### config.mk
export PLATFORM = sky130hd
export DESIGN_NAME = rdk_restore_defaults_key
export DESIGN_NICKNAME = d
export VERILOG_FILES = /design/src/rdk_restore_defaults_key.v /design/src/rdk_key_match.v
export VERILOG_INCLUDE_DIRS = /design/src
export SDC_FILE = /design/constraint.sdc
export NUM_CORES = 1
export LEC_CHECK = 0
export BUFFER_PORTS_ARGS = -buffer_cell sky130_fd_sc_hd__buf_4
export CORE_UTILIZATION = 35
export DETAILED_ROUTE_END_ITERATION = 8
export GPL_TIMING_DRIVEN = 0
export SLEW_MARGIN = 10
export SYNTH_ARGS = -nofsm -noshare
export SYNTH_HDL_FRONTEND = slang
export SYNTH_SLANG_ARGS = --single-unit
### constraint.sdc
create_clock -name clock -period 4.9 [get_ports clock]
set_clock_uncertainty 0.15 [all_clocks]
set_input_delay 0.735 -clock clock [delete_from_list [all_inputs] [get_ports clock]]
set_output_delay 0.735 -clock clock [all_outputs]
set_load 0.02 [all_outputs]
### src/rdk_defines.vh
// Constants for the restore-defaults key command block
`ifndef RDK_DEFINES_VH
`define RDK_DEFINES_VH
`define RDK_ENTRY_INDEX    16'h1011
`define RDK_ENTRY_SUB      8'h01
`define RDK_PARAM_BASE     16'h2000
`define RDK_BACKUP_BASE    16'h10F0
`define RDK_STORE_SUB      8'h01
`define RDK_KEY_MAIN       32'h6461_6F6C
`define RDK_KEY_ALT        32'h6C6F_6164
`define RDK_READ_VALUE     32'h0000_0000
`define RDK_PARAM_RESET    32'h0000_0000
`define RDK_BACKUP_RESET   32'h0000_0000
`define RDK_RDATA_IDLE     32'h0000_0000
`endif

### src/rdk_restore_defaults_key.v
// Restore-defaults key command logic with parameter and backup store
`timescale 1ns/100ps
`include "rdk_defines.vh"
module rdk_restore_defaults_key #(
	parameter        NPARAM     = 4,
	parameter        NBACKUP    = 2,
	parameter        ALT_KEY_EN = 1,
	parameter [31:0] PARAM_DEF  = `RDK_PARAM_RESET,
	parameter [31:0] BACKUP_DEF = `RDK_BACKUP_RESET
) (
	// Clock and reset
	input  wire        clock,
	input  wire        rst,
	// Object dictionary access from the mailbox
	input  wire        od_wr,
	input  wire        od_rd,
	input  wire [15:0] od_index,
	input  wire [7:0]  od_sub,
	input  wire [31:0] od_wdata,
	output reg  [31:0] od_rdata,
	output reg         od_rvalid,
	// Parameter and backup object contents
	output reg  [NPARAM*32-1:0]  param_q,
	output reg  [NBACKUP*32-1:0] backup_q
);
	// Key comparison results
	wire                  main_hit;
	wire                  alt_hit;
	wire                  alt_key_on;

	// Request decode
	wire                  key_sel;
	wire                  key_wr;
	wire                  restore_go;
	wire [NPARAM-1:0]     param_sel;
	wire [NBACKUP-1:0]    backup_sel;
	wire [NPARAM-1:0]     param_we;
	wire [NBACKUP-1:0]    backup_we;

	// Next values of the stores
	reg  [NPARAM*32-1:0]  param_nxt;
	reg  [NBACKUP*32-1:0] backup_nxt;

	// Read path staging
	reg  [31:0]           param_word;
	reg                   param_found;
	reg  [31:0]           backup_word;
	reg                   backup_found;
	reg  [31:0]           rdata_nxt;
	reg                   rvalid_nxt;

	// Loop indices, one per process
	integer               k;
	integer               m;
	integer               n;
	integer               p;

	// Reset images of the stores
	localparam [NPARAM*32-1:0]  PARAM_INIT  = {NPARAM{PARAM_DEF}};
	localparam [NBACKUP*32-1:0] BACKUP_INIT = {NBACKUP{BACKUP_DEF}};

	// Restore entry address check
	function entry_hit;
		input [15:0] idx;
		input [7:0]  sub;
		begin
			entry_hit = (idx == `RDK_ENTRY_INDEX) && (sub == `RDK_ENTRY_SUB);
		end
	endfunction

	// Store slot address check: base index plus slot number, fixed subindex
	function slot_hit;
		input [15:0]  idx;
		input [7:0]   sub;
		input [15:0]  base;
		input integer slot;
		reg   [15:0]  target;
		begin
			target   = base + slot[15:0];
			slot_hit = (idx == target) && (sub == `RDK_STORE_SUB);
		end
	endfunction

	// Next word of one store slot; a restore beats a same-cycle write
	function [31:0] next_word;
		input [31:0] cur;
		input        restore;
		input [31:0] def;
		input        we;
		input [31:0] data;
		begin
			if (restore) begin
				next_word = def;
			end else if (we) begin
				next_word = data;
			end else begin
				next_word = cur;
			end
		end
	endfunction

	// Alternative key only on variants that keep it
	assign alt_key_on = (ALT_KEY_EN != 0);

	rdk_key_match i_rdk_key_match (
		.key        (od_wdata),
		.alt_key_en (alt_key_on),
		.main_hit   (main_hit),
		.alt_hit    (alt_hit)
	);

	// A key acts only when written to the restore entry; other values do nothing
	assign key_sel    = entry_hit(od_index, od_sub);
	assign key_wr     = od_wr && key_sel;
	assign restore_go = key_wr && (main_hit || alt_hit);

	// Slot decode for parameters and backups
	genvar g;
	generate
		for (g = 0; g < NPARAM; g = g + 1) begin : gp
			assign param_sel[g] = slot_hit(od_index, od_sub, `RDK_PARAM_BASE, g);
			assign param_we[g]  = od_wr && param_sel[g];
		end
		for (g = 0; g < NBACKUP; g = g + 1) begin : gb
			assign backup_sel[g] = slot_hit(od_index, od_sub, `RDK_BACKUP_BASE, g);
			assign backup_we[g]  = od_wr && backup_sel[g];
		end
	endgenerate

	// Parameter store
	always @* begin
		param_nxt = param_q;
		for (k = 0; k < NPARAM; k = k + 1) begin
			param_nxt[k*32 +: 32] = next_word(param_q[k*32 +: 32], restore_go, PARAM_DEF,
				param_we[k], od_wdata);
		end
	end

	always @(posedge clock) begin
		if (rst) begin
			param_q <= PARAM_INIT;
		end else begin
			param_q <= param_nxt;
		end
	end

	// Backup store, cleared by either accepted key
	always @* begin
		backup_nxt = backup_q;
		for (m = 0; m < NBACKUP; m = m + 1) begin
			backup_nxt[m*32 +: 32] = next_word(backup_q[m*32 +: 32], restore_go, BACKUP_DEF,
				backup_we[m], od_wdata);
		end
	end

	always @(posedge clock) begin
		if (rst) begin
			backup_q <= BACKUP_INIT;
		end else begin
			backup_q <= backup_nxt;
		end
	end

	// Parameter slot selected by the read
	always @* begin
		param_word  = `RDK_RDATA_IDLE;
		param_found = 1'b0;
		for (n = 0; n < NPARAM; n = n + 1) begin
			if (param_sel[n]) begin
				param_word  = param_q[n*32 +: 32];
				param_found = 1'b1;
			end
		end
	end

	// Backup slot selected by the read
	always @* begin
		backup_word  = `RDK_RDATA_IDLE;
		backup_found = 1'b0;
		for (p = 0; p < NBACKUP; p = p + 1) begin
			if (backup_sel[p]) begin
				backup_word  = backup_q[p*32 +: 32];
				backup_found = 1'b1;
			end
		end
	end

	// Read answer: the restore entry never returns the key or a restore status
	always @* begin
		rvalid_nxt = od_rd;
		rdata_nxt  = `RDK_RDATA_IDLE;
		if (od_rd) begin
			if (key_sel) begin
				rdata_nxt = `RDK_READ_VALUE;
			end else if (param_found) begin
				rdata_nxt = param_word;
			end else if (backup_found) begin
				rdata_nxt = backup_word;
			end
		end
	end

	// Read port registers
	always @(posedge clock) begin
		if (rst) begin
			od_rdata  <= `RDK_RDATA_IDLE;
			od_rvalid <= 1'b0;
		end else begin
			od_rdata  <= rdata_nxt;
			od_rvalid <= rvalid_nxt;
		end
	end
endmodule

### src/rdk_key_match.v
// Key comparator for the restore entry
`timescale 1ns/100ps
module rdk_key_match (
	// Key input
	input  wire [31:0] key,
	input  wire        alt_key_en,
	// Match outputs
	output wire        main_hit,
	output wire        alt_hit
);
	assign main_hit = (key == `RDK_KEY_MAIN);
	assign alt_hit  = alt_key_en && (key == `RDK_KEY_ALT);
endmodule

# Yosys cells after proc, flatten, opt, wreduce, memory -nomap -nowiden

Index checks and enable logic that the tools add are counted.

Add/subtract/negate cells: 0
Multiply operators: 0
Div/mod/pow operators: 0
Magnitude comparators: 0
Equality and inequality tests: 10
Shift-type cells: 0
Muxes and demuxes: 14
Bitwise operators: 1
Reduce and logical (&&, ||, !) cells: 18

Operators with widths:

| operator                                                           | count |
|---|---|
| 32-bit 2-to-1 mux                                                  | 8 |
| 16-bit by 14-bit == test with 1-bit output (second input constant) | 4 |
| 32-bit by 31-bit == test with 1-bit output (second input constant) | 2 |
| 16-bit by 13-bit == test with 1-bit output (second input constant) | 3 |
| 1-bit logical AND                                                  | 15 |
| 8-bit by 1-bit == test with 1-bit output (second input constant)   | 1 |
| 1-bit 2-to-1 mux                                                   | 6 |
| 3-bit OR reduction                                                 | 1 |
| 2-bit OR reduction                                                 | 1 |
| 1-bit logical OR                                                   | 1 |
| 1-bit NOT                                                          | 1 |

Register bits: 225
Bits in latches: 0
Memory bits (writable): 0
ROM bits: 0
Bits of input ports: 60
Output and inout bits: 225
Word-level logic and storage cells: 51
Memories kept: 0

# Logic depth before layout (Yosys ltp)

Word-level depth: 7
Mapped depth: 8
Gate-level depth less buffers: 5

# Hierarchy

A second synthesis with hierarchy kept.

Cells, all modules: 1295
Area, all modules: 10672.7 um^2

Modules (own cells, without submodules):

| module                   | times used | cells each | area each (um^2) | seq. area each (um^2) |
|---|---|---|---|---|
| rdk_restore_defaults_key | 1          | 1279       | 10535.1          | 4504.3 |
| rdk_key_match            | 1          | 16         | 137.6            | 0.0 |

# Worst setup path after synthesis

OpenSTA, ideal clock, no wires.

Kind: input to register
Start: input port od_index[9]
End: register param_q[54]
Library setup time: 132 ps
Arrival: 2400 ps
Required time: 4618 ps
Path slack: 2217 ps
Cell stages on the path: 7
Buffers on the path: 2
Cells stage by stage: nor4_1 nand4_1 or4_1 clkbuf_1 clkbuf_1 nand2_1 a21oi_1

Longest elaborated chain between the ends: 5
Elaborated cells on any way between the ends: 8
Classes of those cells: eq/ne (2); reduce/logical (6)

Ends and longest elaborated chain:

| item                                                        | RTL line                       | text |
|---|---|---|
| start: declaration                                          | rdk_restore_defaults_key.v:17  | `input wire [15:0] od_index,` |
| 16-bit by 13-bit == test with 1-bit output (no source line) | --                             |  |
| 1-bit logical AND                                           | rdk_restore_defaults_key.v:67  | `` entry_hit = (idx == `RDK_ENTRY_INDEX) && (sub == `RDK_ENTRY_SUB); `` |
| 1-bit logical AND                                           | rdk_restore_defaults_key.v:114 | `assign key_wr = od_wr && key_sel;` |
| 1-bit logical AND                                           | rdk_restore_defaults_key.v:115 | `assign restore_go = key_wr && (main_hit \|\| alt_hit);` |
| 2-bit OR reduction (no source line)                         | --                             |  |
| end signal: assignment                                      | rdk_restore_defaults_key.v:143 | `param_q <= param_nxt;` |
| end: declaration                                            | rdk_restore_defaults_key.v:23  | `output reg [NPARAM*32-1:0] param_q,` |

Several ways; a longest one is shown, not always the timed one.
A chain may end at the register's enable or synchronous reset.

# Final worst setup path

Start: input port od_sub[1]
End: register param_q[61]

Longest elaborated chain between the ends: 5
Elaborated cells on any way between the ends: 7
Classes of those cells: eq/ne (1); reduce/logical (6)

Ends and longest elaborated chain:

| item                                                          | RTL line                       | text |
|---|---|---|
| start: declaration                                            | rdk_restore_defaults_key.v:18  | `input wire [7:0] od_sub,` |
| 8-bit by 1-bit == test with 1-bit output (no source line) (*) | --                             |  |
| 1-bit logical AND                                             | rdk_restore_defaults_key.v:67  |  |
| 1-bit logical AND                                             | rdk_restore_defaults_key.v:114 |  |
| 1-bit logical AND                                             | rdk_restore_defaults_key.v:115 |  |
| 2-bit OR reduction (no source line)                           | --                             |  |

Every way passes the cells marked *; elsewhere a longest branch is shown, timed or not.

==> flow_metrics.tcl <==
set metrics [dict create \
    reg2reg_to "od_rdata[16]" \
    grt_first_pass_wirelength_um 52000 \
    cts_tree "done" \
    io_pins 285 \
    placedCellCount 1687 \
    ys_types 34 \
    diodes 0 \
    yosys.area_share.adder_pct 0 \
    syn_inst 1078 \
    synth_compound_area_share_pct 13.1 \
    io_buffers 279 \
    crit_type "primary input to register" \
    grt_remaining_overflow 0 \
    grt_setup_unrepaired "false" \
    num_rows 58 \
    cts.clk_slew.worst_paths_ns 0.06 \
    setup_viol 0 \
    final.min_clock_period_ns 3.16 \
    startpoint "od_sub[1]" \
    worstSetupEndpointType "register" \
    r2r_setup_slack_ns 3.44 \
    crit_fanout 10 \
    routed_wl_um 35600 \
    fin_util_pct 48.7 \
    fmax_ghz 0.317 \
    synth-simple-area-share_pct 20.3 \
    hold_viol 0 \
    final_common_cell "nand2_1" \
    worst_pin_slew_ns 0.896 \
    antenna_found_initial 0 \
    r2r_start "param_q[80]" \
    start_kind "primary input" \
    fin_ws_ns 1.74 \
    final.setup.tns_ns 0 \
    synth_top_family_by_area "simple AND/OR/NAND/NOR gates" \
    avgSynthCellArea_sq_um 8.42 \
    synth_seq_area_share_pct 49.6 \
    p_leak_uw 0.00473 \
    reg2reg_depth 4 \
    ir_drop_mv 0.198 \
    dieArea_sq_um 26600 \
    syn_area_sq_um 9070 \
    firstDrtPassIters 5 \
    initialDrtViolationCount 765 \
    grt_pass1_vias 8363 \
    synth_warnings 0 \
    hp-class "primary input to register" \
    synth_nets 1138 \
    crit_end "param_q[61]" \
    htree_levels 1 \
    core_area_sq_um 25300 \
    place_ws_ns 1.39 \
    synth-xor-area-share_pct 0 \
    start_util_pct 35.8 \
    grt_usage_pct 26.0 \
    dp_hpwl_um 26100 \
    die_w_um 163 \
    grt_max_degree 13 \
    final_nets 1444 \
    critPathRequiredTime_ns 5.18 \
    finalNonFillerCells 1726 \
    ant_nets 0 \
    hold_buffers 0 \
    synthMuxAreaShare_pct 11.5 \
    layout_common_cells "nand2_1 (388), buf_4 (281), dfxtp_1 (225)" \
    critPathArrivalTime_ns 3.44 \
    drv_slew 0 \
    cts_made_buffers 25 \
    root_buffer "clkbuf_16" \
    synth-seq-cells 225 \
    cts_sinks 225 \
    cts_setup_buffers 0 \
    power_density_nw_per_um2 307 \
    drive_gt1_share_pct 27.6 \
    gp_congestion 0.835 \
    clock_path_buffers 3 \
    post_drt_wl_per_cell_um 20.6 \
    viasPerCell 5.24 \
    via_count 9037 \
    drc 0 \
    fill_cells 2486 \
    max-slew-margin-rel_pct 40.3 \
    syn2layout_area_growth_pct 36.0 \
    status "finished, final reports clean" \
    min_period_over_period_pct 64.4 \
    clk_latency_ns 0.51 \
    maxCapViolations 0 \
    cts_resized 0 \
    die_h_um 163 \
    holdWs_ns 0.308 \
]
[layer usage]
layer	global-route usage (%)	part of all wire (%)	wire length (um)
met1	34.9	42	15000
met2	43.0	48	16900
met3	5.23	8.4	2990
met5	0	0	0
met4	5.61	1.8	629
[final cells by class]
cell class	count	area, sq um	share of cell area (%)
well taps	330	413	3.35
clock buffers	35	713	5.78
clock inverters	4	45.0	0.365
inverters	33	124	1.00
plain buffers	86	372	3.01
repair buffers	279	2090	17.0
flip-flops and latches	225	4500	36.5
multi-input cells	734	4070	33.0
[state kept, by name, indices dropped and copies added, names as in the netlist]
register   count
od_rvalid      1
od_rdata      32
backup_q      64
param_q      128
[synthesized netlist by cell type]
cell | number | share of area (%)
nor2_1 | 3 | 0.12
and2_1 | 2 | 0.14
mux4_2 | 32 | 7.9
buf_2 | 33 | 1.8
nand3b_1 | 1 | 0.083
inv_1 | 33 | 1.4
or3_1 | 2 | 0.14
nand4_1 | 6 | 0.41
nor3_1 | 4 | 0.22
nand3_1 | 6 | 0.33
nand2b_1 | 2 | 0.14
nor4bb_1 | 2 | 0.22
nand4b_1 | 3 | 0.29
nor2b_1 | 3 | 0.21
a21oi_1 | 193 | 11
o22ai_1 | 32 | 2.2
buf_1 | 4 | 0.17
or2_2 | 1 | 0.069
mux2i_1 | 32 | 3.5
and4b_1 | 1 | 0.11
o41ai_2 | 1 | 0.18
nor4_2 | 2 | 0.28
or4_1 | 2 | 0.17
nor4_1 | 6 | 0.41
nor4b_2 | 1 | 0.17
buf_4 | 2 | 0.17
dfxtp_1 | 225 | 50
nor4b_1 | 1 | 0.097
and3_1 | 2 | 0.14
nand2_1 | 388 | 16
or4b_1 | 2 | 0.22
and4_1 | 3 | 0.29
clkbuf_1 | 47 | 1.9
o31a_1 | 1 | 0.097
[cells by family after synthesis]
logic type / after synthesis
multiplexers: 64
AO/OA/AOI/OAI: 227
flip-flops: 225
AND/OR/NAND/NOR: 443
buffers and inverters: 119
[per-stage QoR]
| step | power, uW | cell area [sq um] |
|---|---|---|
| floorplan | 1940 | 9070 |
| global placement | 2040 | 11600 |
| detailed placement | 2040 | 11600 |
| CTS | 3800 | 12300 |
| global route | 3880 | 12300 |
| finish | 3790 | 12300 |
[worst max-delay path, cell delays in order]
cell	delay [ns]
buf_4	0.11
nor4b_2	0.57
nand4_1	0.42
nor4_2	0.74
clkbuf_1	0.58
nand2_1	0.12
a21oi_1	0.17
[power by group]
part | leakage (uW) | total, uW | switching (uW) | internal [uW]
Clock | 0.000376 | 1790 | 734 | 1050
Sequential | 0.00181 | 1830 | 0.0968 | 1830
Combinational | 0.00254 | 175 | 114 | 61.0
[worst min path at each step]
stage	from	endpoint	slack, ns	cells past startpoint
2_1_floorplan	param_q[95]	param_q[95]	0.39	2
3_3_place_gp	param_q[94]	param_q[94]	0.30	2
3_5_place_dp	param_q[43]	param_q[43]	0.31	2
4_1_cts	rst	od_rvalid	0.29	2
5_1_grt	rst	od_rvalid	0.31	2
6_report	rst	od_rvalid	0.31	2
No activity file was read; power rests on OpenSTA's default activity.
